**config.mk**
```make
export PLATFORM = sky130hd
export DESIGN_NAME = rsr_regs
export DESIGN_NICKNAME = d
export VERILOG_FILES = /design/src/design/rsr_pkg.sv /design/src/design/rsr_regs.sv
export VERILOG_INCLUDE_DIRS = /design/src /design/src/design
export SDC_FILE = /design/constraint.sdc
export NUM_CORES = 1
export LEC_CHECK = 0
export ABC_AREA = 1
export BUFFER_PORTS_ARGS = -buffer_cell sky130_fd_sc_hd__buf_2
export CORE_ASPECT_RATIO = 0.9
export CORE_MARGIN = 1
export CORE_UTILIZATION = 44
export DETAILED_ROUTE_END_ITERATION = 10
export GPL_ROUTABILITY_DRIVEN = 1
export PLACE_DENSITY_LB_ADDON = 0.1
export SLEW_MARGIN = 20
export SYNTH_ARGS = -nofsm -noshare
export SYNTH_HDL_FRONTEND = slang
export SYNTH_SLANG_ARGS = --single-unit
export TNS_END_PERCENT = 100
```
**constraint.sdc**
```tcl
create_clock -name sys_clk -period 1.3 [get_ports sys_clk]
set_input_delay 0.065 -clock sys_clk [delete_from_list [all_inputs] [get_ports sys_clk]]
set_output_delay 0.065 -clock sys_clk [all_outputs]
set_load 0.005 [all_outputs]
```
**src/design/rsr_params.svh**
```systemverilog
// Constants for the regulator and receiver status register slice.
// Operation
// - Display register 0x15 bits 7:4 show regulated code in effect while regulator runs.
// - Display register reads zero while device is in power-down.
// - Power-up and restore-defaults set regulated level to code 1111 (3.4 V).
// - Setting bit 7 picks source: 0 trim result, 1 software code.
// - Setting bits 6:3 hold software code, effective only when source bit is 1.
// - Code maps linearly: 1111 is 3.4 V, 0101 is 2.4 V, 0.1 V steps.
// - Receiver status 0x17 is read-only; bits 7:4 hold peak signal strength.
// - Peak restarts at message start and on the peak clear command: from zero, or from a sample arriving in that same cycle.
// - Status bits 2:0 show gain reduction, 3 dB per step, 111 is 21 dB.
// - Gain reduction shown combines gain loop, software setting and squelch.
// - Receiver status clears at power-up and on restore-defaults.
`ifndef RSR_PARAMS_SVH
`define RSR_PARAMS_SVH
`define RSR_ADDR_DISPLAY 6'h15
`define RSR_ADDR_SETTING 6'h16
`define RSR_ADDR_RXSTAT 6'h17
`define RSR_SETTING_RST 8'h00
`define RSR_LEVEL_MAX 4'hF
`define RSR_LEVEL_MIN 4'h5
`define RSR_SRC_BIT 7
`define RSR_CODE_HI 6
`define RSR_CODE_LO 3
`define RSR_GAIN_MAX 3'h7
`endif

```
**src/design/rsr_pkg.sv**
```systemverilog
// Types for the regulator and receiver status register slice.
package rsr_pkg;
  typedef struct packed {
    logic [3:0] peak;
    logic osc_or_field;
    logic [2:0] gain_cut;
  } rsr_rx_status_t;
  typedef struct packed {
    logic wr;
    logic [5:0] addr;
    logic [7:0] wdata;
  } rsr_wr_t;
endpackage

```
**src/design/rsr_regs.sv**
```systemverilog
// Register slice: supply display, supply setting and receiver status.
`timescale 1ns/10ps
`include "rsr_params.svh"
module rsr_regs
  import rsr_pkg::*;
(
  input wire logic sys_clk,
  input wire logic rst_n,
  input wire rsr_wr_t host_wr,
  input wire logic [5:0] host_raddr,
  output logic [7:0] host_rdata,
  input wire logic restore_defaults,
  input wire logic power_down,
  input wire logic trim_valid,
  input wire logic [3:0] trim_level,
  output logic [3:0] supply_level,
  input wire logic msg_start,
  input wire logic peak_clear,
  input wire logic rssi_valid,
  input wire logic [3:0] rssi_sample,
  input wire logic low_power_target,
  input wire logic osc_stable,
  input wire logic field_detect,
  input wire logic [2:0] automatic_gain_loop,
  input wire logic [2:0] sw_gain_cut,
  input wire logic [2:0] squelch_gain_cut
);

  // ========================================
  // Level-input synchronisers
  // ========================================
  logic [1:0] sync1_r, sync2_r;
  logic [1:0] sync_nxt;
  always_comb sync_nxt = {osc_stable, field_detect};
  always_ff @(posedge sys_clk or negedge rst_n) begin
    if (!rst_n) begin
      sync1_r <= 2'h0;
      sync2_r <= 2'h0;
    end else begin
      sync1_r <= sync_nxt;
      sync2_r <= sync1_r;
    end
  end

  function automatic logic [2:0] sat_add3(input logic [2:0] a, input logic [2:0] b, input logic [2:0] c);
    logic [4:0] s;
    s = {2'h0, a} + {2'h0, b} + {2'h0, c};
    sat_add3 = (s > {2'h0, `RSR_GAIN_MAX}) ? `RSR_GAIN_MAX : s[2:0];
  endfunction

  function automatic logic [3:0] clamp_level(input logic [3:0] c);
    clamp_level = (c < `RSR_LEVEL_MIN) ? `RSR_LEVEL_MIN : c;
  endfunction

  // ========================================
  // Register state
  // ========================================
  logic [7:0] setting_r, setting_nxt;
  logic [3:0] trim_r, trim_nxt;
  logic [3:0] level_r, level_nxt;
  rsr_rx_status_t rx_r, rx_nxt;
  logic [7:0] rdata_nxt;

  always_comb begin
    setting_nxt = setting_r;
    trim_nxt = trim_r;
    rx_nxt = rx_r;
    if (host_wr.wr && host_wr.addr == `RSR_ADDR_SETTING) begin
      setting_nxt = {host_wr.wdata[7:3], 3'h0};
    end
    if (trim_valid) begin
      trim_nxt = trim_level;
    end
    // A sample that lands in the clearing cycle already belongs to the new message, so it is kept.
    if (msg_start || peak_clear) begin
      rx_nxt.peak = rssi_valid ? rssi_sample : 4'h0;
    end else if (rssi_valid && rssi_sample > rx_r.peak) begin
      rx_nxt.peak = rssi_sample;
    end
    rx_nxt.osc_or_field = low_power_target ? sync2_r[0] : sync2_r[1];
    rx_nxt.gain_cut = sat_add3(automatic_gain_loop, sw_gain_cut, squelch_gain_cut);
    if (restore_defaults) begin
      setting_nxt = `RSR_SETTING_RST;
      trim_nxt = `RSR_LEVEL_MAX;
      rx_nxt = '0;
    end
    // Codes below 0101 have no defined voltage, so they clamp to the lowest level.
    level_nxt = setting_nxt[`RSR_SRC_BIT] ? clamp_level(setting_nxt[`RSR_CODE_HI:`RSR_CODE_LO])
                                            : trim_nxt;
  end

  always_ff @(posedge sys_clk or negedge rst_n) begin
    if (!rst_n) begin
      setting_r <= `RSR_SETTING_RST;
      trim_r <= `RSR_LEVEL_MAX;
      level_r <= `RSR_LEVEL_MAX;
      rx_r <= '0;
    end else begin
      setting_r <= setting_nxt;
      trim_r <= trim_nxt;
      level_r <= level_nxt;
      rx_r <= rx_nxt;
    end
  end

  assign supply_level = level_r;

  // ========================================
  // Read port
  // ========================================
  always_comb begin
    case (host_raddr)
      `RSR_ADDR_DISPLAY: rdata_nxt = power_down ? 8'h00 : {level_r, 4'h0};
      `RSR_ADDR_SETTING: rdata_nxt = setting_r;
      `RSR_ADDR_RXSTAT: rdata_nxt = rx_r;
      default: rdata_nxt = 8'h00;
    endcase
  end

  always_ff @(posedge sys_clk or negedge rst_n) begin
    if (!rst_n) begin
      host_rdata <= 8'h00;
    end else begin
      host_rdata <= rdata_nxt;
    end
  end

  // ========================================
  // Checks
  // ========================================
  property p_pd_zero;
    @(posedge sys_clk) disable iff (!rst_n)
    (host_raddr == `RSR_ADDR_DISPLAY && power_down) |=> host_rdata == 8'h00;
  endproperty
  a_pd_zero: assert property (p_pd_zero) else $error("display not zero in power-down");

  property p_disp;
    @(posedge sys_clk) disable iff (!rst_n)
    (host_raddr == `RSR_ADDR_DISPLAY && !power_down) |=> host_rdata == {$past(supply_level), 4'h0};
  endproperty
  a_disp: assert property (p_disp) else $error("display mismatch");

  property p_default;
    @(posedge sys_clk) disable iff (!rst_n)
    restore_defaults |=> supply_level == `RSR_LEVEL_MAX && rx_r == '0 && setting_r == 8'h00;
  endproperty
  a_default: assert property (p_default) else $error("restore-defaults failed");

  property p_src_sw;
    @(posedge sys_clk) disable iff (!rst_n)
    setting_r[`RSR_SRC_BIT] && setting_r[`RSR_CODE_HI:`RSR_CODE_LO] >= `RSR_LEVEL_MIN
      |-> supply_level == setting_r[`RSR_CODE_HI:`RSR_CODE_LO];
  endproperty
  a_src_sw: assert property (p_src_sw) else $error("software level not applied");

  // With the software source held, trim results must not move the level.
  property p_src_hold;
    @(posedge sys_clk) disable iff (!rst_n)
    (setting_r[`RSR_SRC_BIT] && !host_wr.wr && !restore_defaults) |=> $stable(supply_level);
  endproperty
  a_src_hold: assert property (p_src_hold) else $error("trim disturbed software level");

  property p_level_range;
    @(posedge sys_clk) disable iff (!rst_n)
    setting_r[`RSR_SRC_BIT] |-> supply_level >= `RSR_LEVEL_MIN;
  endproperty
  a_level_range: assert property (p_level_range) else $error("software level below lowest code");

  property p_src_trim;
    @(posedge sys_clk) disable iff (!rst_n)
    (trim_valid && !restore_defaults && !setting_nxt[`RSR_SRC_BIT]) |=> supply_level == $past(trim_level);
  endproperty
  a_src_trim: assert property (p_src_trim) else $error("trim level not applied");

  property p_peak_clr;
    @(posedge sys_clk) disable iff (!rst_n)
    ((msg_start || peak_clear) && !rssi_valid) |=> rx_r.peak == 4'h0;
  endproperty
  a_peak_clr: assert property (p_peak_clr) else $error("peak not cleared");

  property p_peak_take;
    @(posedge sys_clk) disable iff (!rst_n)
    ((msg_start || peak_clear) && rssi_valid && !restore_defaults) |=> rx_r.peak == $past(rssi_sample);
  endproperty
  a_peak_take: assert property (p_peak_take) else $error("peak not restarted from sample");

  property p_peak_hold;
    @(posedge sys_clk) disable iff (!rst_n)
    !(msg_start || peak_clear || restore_defaults) |=> rx_r.peak >= $past(rx_r.peak);
  endproperty
  a_peak_hold: assert property (p_peak_hold) else $error("peak dropped");

  property p_unused;
    @(posedge sys_clk) disable iff (!rst_n)
    setting_r[2:0] == 3'h0 ##1 (host_raddr == `RSR_ADDR_DISPLAY) [*2] |-> host_rdata[3:0] == 4'h0;
  endproperty
  a_unused: assert property (p_unused) else $error("unused bits not zero");

  property p_gain;
    @(posedge sys_clk) disable iff (!rst_n)
    (!restore_defaults && automatic_gain_loop == 3'h0 && sw_gain_cut == 3'h0 && squelch_gain_cut == 3'h0)
      |=> rx_r.gain_cut == 3'h0;
  endproperty
  a_gain: assert property (p_gain) else $error("gain reduction wrong");

  property p_gain_sat;
    @(posedge sys_clk) disable iff (!rst_n)
    (!restore_defaults && automatic_gain_loop[2] && sw_gain_cut[2]) |=> rx_r.gain_cut == `RSR_GAIN_MAX;
  endproperty
  a_gain_sat: assert property (p_gain_sat) else $error("gain reduction not saturated");

  // Writes aimed at any address other than the setting register must leave the setting untouched.
  property p_ro_write;
    @(posedge sys_clk) disable iff (!rst_n)
    (host_wr.wr && host_wr.addr != `RSR_ADDR_SETTING && !restore_defaults) |=> setting_r == $past(setting_r);
  endproperty
  a_ro_write: assert property (p_ro_write) else $error("read-only write changed setting");

  property p_bit3_field;
    @(posedge sys_clk) disable iff (!rst_n)
    (!restore_defaults && low_power_target) |=> rx_r.osc_or_field == $past(sync2_r[0]);
  endproperty
  a_bit3_field: assert property (p_bit3_field) else $error("field indicator not shown");

  c_pd: cover property (@(posedge sys_clk) disable iff (!rst_n) power_down && host_raddr == `RSR_ADDR_DISPLAY);
  c_sw: cover property (@(posedge sys_clk) disable iff (!rst_n) setting_r[`RSR_SRC_BIT] ##1 trim_valid);
  c_peak: cover property (@(posedge sys_clk) disable iff (!rst_n) rssi_valid ##1 msg_start);
  c_def: cover property (@(posedge sys_clk) disable iff (!rst_n) restore_defaults);
  c_clr_take: cover property (@(posedge sys_clk) disable iff (!rst_n) (msg_start || peak_clear) && rssi_valid);
endmodule

```
# ---- Yosys cells after proc, flatten, opt, wreduce, memory -nomap -nowiden
# Index checks and enable logic that the tools add are counted.
dict set report word_totals {
  reg_bits 36
  inputBits 49
  out_inout_bits 12
}
dict set report op_classes {
  add_sub_neg 2
  order_cmp 3
  eq_ne 4
  muxes 14
  n_reduce_logical 5
}
# operator count
set op_table {}
lappend op_table {{8-bit 2-to-1 mux} 4}
lappend op_table {{4-bit 2-to-1 mux} 7}
lappend op_table {{6-bit by 5-bit equality test with 1-bit output (second input constant)} 4}
lappend op_table {{8-bit one-hot mux with 3 select lines} 1}
lappend op_table {{4-bit by 3-bit adder with 5-bit output} 1}
lappend op_table {{5-bit by 3-bit > comparator with 1-bit output (second input constant)} 1}
lappend op_table {{3-bit by 3-bit adder with 4-bit output} 1}
lappend op_table {{4-bit > comparator} 1}
lappend op_table {{4-bit by 3-bit less-than comparator with 1-bit output (second input constant)} 1}
lappend op_table {{3-bit 2-to-1 mux} 1}
lappend op_table {{3-bit nonzero test} 1}
lappend op_table {{1-bit logical AND} 2}
lappend op_table {{2-bit nonzero test} 1}
lappend op_table {{1-bit logical OR} 1}
lappend op_table {{1-bit 2-to-1 mux} 1}

# ---- Longest topological paths before layout
dict set report logic_depth {
  ltp_word 7
  depth_mapped 11
  mapped_depth_nobuf 11
}

# ---- Worst setup path after synthesis
# Ideal clock, no wire load.
dict set report synth_timing {
  kind {input -> register}
  from {input automatic_gain_loop[1]}
  to {register rx_r[0] (netlist bit)}
  setup_time_ns 0.123
  t_arrival_ns 1.602
  required_ns 1.177
  slack_ns -0.425
  path_stages 9
  path_buffers 0
  path_cell_list {inv_1 -> fa_1 -> inv_1 -> ha_1 -> inv_1 -> fa_1 -> nor3_1 -> a22o_1 -> a21oi_1}
}
# item line
set synth_rtl {}
lappend synth_rtl {{start, declared} rsr_regs.sv:24} ;# input wire logic [2:0] automatic_gain_loop,
lappend synth_rtl {{end signal, assigned} rsr_regs.sv:102} ;# rx_r <= rx_nxt;
lappend synth_rtl {{end, declared} rsr_regs.sv:61} ;# rsr_rx_status_t rx_r, rx_nxt;

==> impl_metrics.ini <==
[drt]
drtPass1Iterations = 7
route.antenna.remaining_nets = 0
routed_wl_um = 3240
initialDrtViolationCount = 58
wl_per_cell_um = 10.4
route.detailed.drc = 2
via_per_inst = 4.41
via_count = 1376

[setup_path]
regToRegEndpoint = rx_r[4]$_DFFE_PN0P_
critical_path.max_fanout = 3
setup.reg_to_reg.worst_slack_ns = -0.03
worstPathRequired_ns = 1.47
critical_path.startpoint_type = input port
worst_r2r_path_depth = 8
critical_path_class = in -> reg
critical_path.reg2reg.startpoint = rx_r[7]$_DFFE_PN0P_
end_kind = flip-flop
critPathArrivalTime_ns = 1.64

[clock_network]
clkSlewWorstSetupHoldPaths_ns = 0.07
cts.htree.levels = 2
cts.sink_count = 33
clock_path_buffers = 2
clockRootBuffer = clkbuf_8
insertion_delay_ns = 0.28
cts-buffers-inserted = 5
cts_tree = done

[synthesis]
list_of_most_frequent_post_synthesis_cells = inv_1 (42), nand2_1 (39), dfrtp_1 (25)
yosysWarnings = 0
synth.top_cell.area_share_pct = 36.9
mappedNetlistArea_mm2 = 0.00170
post_synth_and_or_nand_nor_area_fraction_pct = 23.3
synth_mux_area_share_pct = 0
synthesis.instances = 191
synthesis.nets = 250
synthXorXnorAreaFrac_pct = 0
synth_top_family_by_area = simple AND/OR/NAND/NOR gates
synthAdderAreaFrac_pct = 9.14
synth_compound_area_share_pct = 8.33
synthesis.area_per_instance_um2 = 8.88
async_flop_share_pct = 100
yosys_most_used_dff = dfrtp_1
synth_top_area_cell = dfrtp_1
post_synth_num_cell_types = 27
yosys.cell_count.top_type = inv_1
number_of_synthesized_flops_with_an_enable_pin = 0
yosys-top-cells-area = dfrtp_1 (37%), dfstp_2 (12%), inv_1 (9.3%)
number_of_flip_flops_and_latches_in_the_synthesized_netlist = 33
synth_seq_area_share_pct = 49.3

[layout]
multi_input_area_um2 = 774
layout.core_utilization_pct = 62.4
area.growth.synth_to_final_pct = 36.4
fin_nets = 324
n_antenna_cell = 0
n_fill_cell = 341
ff_latch_area_um2 = 836
final_layout_size_suffix_gt1_share_pct = 43.2

[outcome]
outcome = finished, violations left
violations = design-rule violations, negative setup slack

[timing]
fin_crit_sh_pct = 114
setup_viol_count_final = 7
skew_ns = 0.00474
finalHoldViolCount = 0
finalMaxSlewViolations = 0
achievable-frequency_mhz = 677
rsz0062_at_grt = yes
worst_margin_slew_ns = 0.405
layout_min_cycle_time_ns = 1.48
worst_hold_slack_ns = 0.0123
slew_headroom_pct = 73.0
worst_path_setup_slack_after_routing_ns = -0.176

[global_routing]
global_route_wire_length_before_repair_um = 5270
gr-total-overflow = 0
track_usage_pct = 18.1
largest_net_degree_at_the_start_of_global_routing = 34
grt_antenna_before_repair = 0
grt_pass1_vias = 1225

[worst_hold_path]
hold_class = in -> reg
hold_path.startpoint = restore_defaults
worst_hold_path.num_cells = 2
hold_path_end = rx_r[0]$_DFF_PN0_

[floorplanning]
die_area_mm2 = 0.00411
io-pin-count = 61
core_region_area_mm2 = 0.00370
chipWidth_um = 67.5
chipHeight_um = 60.9
start_util_pct = 45.8
fp-row-count = 21

[pwr]
max-vdd-ir-drop_mv = 0.436
power_density_mw_per_mm2 = 972
static-leakage-power_uw = 0.00126

[run]
max-cap-violations = 0

[placement]
place_congestion = 0.736
place.detailed.hpwl_um = 2410
placement.io_buffers = 57
[through the flow]
stage | instance area, µm² | cells | total power (µW) | setup WS, ns | TNS, ns
floorplan | 1720 | 191 | 1310 | -0.341 | -1.02
global route | 2310 | 312 | 2390 | -0.237 | -1.14
CTS | 2280 | 311 | 2250 | -0.161 | -0.609
global placement | 2090 | 298 | 1460 | -0.533 | -1.94
finish | 2310 | 312 | 2250 | -0.176 | -0.566
detailed placement | 2090 | 298 | 1460 | -0.572 | -2.12
[cell type report]
type,instances,area share (%)
inverters,43,7.30
clock inverters,3,0.757
flip-flops and latches,33,36.1
repair buffers,68,16.9
clock buffers,5,2.97
well taps,46,2.49
multi-input cells,114,33.5
[flip-flops by register name, summed over array words and instances, names as in the netlist]
register      cells
host_rdata        8
rx_r              8
setting_r         5
supply_level      4
trim_r            4
sync1_r           2
sync2_r           2
[critical path, stage by stage]
cell	delay, ns
buf_6	0.07
inv_2	0.03
fa_1	0.46
inv_1	0.07
ha_2	0.18
inv_2	0.04
fa_2	0.34
nor3_2	0.10
a22o_1	0.21
a21oi_1	0.08
[cells by family (layout without fill, tap and decap cells)]
| logic type | count (synthesis) | after routing |
|---|---|---|
| AO/OA/AOI/OAI | 22 | 22 |
| flip-flops | 33 | 33 |
| buffers and inverters | 44 | 119 |
| AND/OR/NAND/NOR | 82 | 82 |
| adder cells (fa/ha/maj) | 10 | 10 |
[report_power, final]
part	leakage, µW	total (µW)	switching [µW]	internal [µW]
clock	0.0000439	744	375	369
sequential	0.000415	1100	16.3	1090
combinational	0.000797	399	206	193
[what timing repair did]
item,in CTS,in global routing
cloned,0,0
resized for setup,15,7
setup endpoints to repair,7,7
pin swaps,11,8
hold buffers,4,0
hold endpoints to repair,28,0
setup buffers,1,1
[layer usage]
layer	GRT usage, %	vias up	routed length (µm)
met5	0	-	0
met4	7.90	0	16
met3	5.45	2	178
met2	27.6	43	1420
met1	23.9	597	1620
li1	-	734	-
[cells in the final DEF (no fill, tap or decap), types with 4 or more instances in the layout]
cell | synthesis | final
inv_1 | 42 | 36
o21ai_1 | 0 | 5
nand2_1 | 39 | 36
buf_4 | 1 | 7
buf_2 | 0 | 55
nor2_1 | 16 | 16
dfrtp_1 | 25 | 25
nand3_1 | 12 | 11
clkbuf_8 | 0 | 5
inv_2 | 1 | 6
nand2_2 | 3 | 6
o211ai_1 | 4 | 4
a21oi_2 | 1 | 5
dlygate4sd3_1 | 0 | 4
dfstp_2 | 8 | 8
[worst max path at each step]
stage	from	end	slack [ns]
6_report	sw_gain_cut[1]	rx_r[1]$_DFF_PN0_	-0.18
3_5_place_dp	squelch_gain_cut[1]	rx_r[2]$_DFF_PN0_	-0.57
3_3_place_gp	squelch_gain_cut[1]	rx_r[1]$_DFF_PN0_	-0.53
5_1_grt	sw_gain_cut[1]	rx_r[1]$_DFF_PN0_	-0.24
2_1_floorplan	squelch_gain_cut[1]	rx_r[0]$_DFF_PN0_	-0.34
4_1_cts	sw_gain_cut[1]	rx_r[2]$_DFF_PN0_	-0.16
Power figures use the tool's default switching activity.
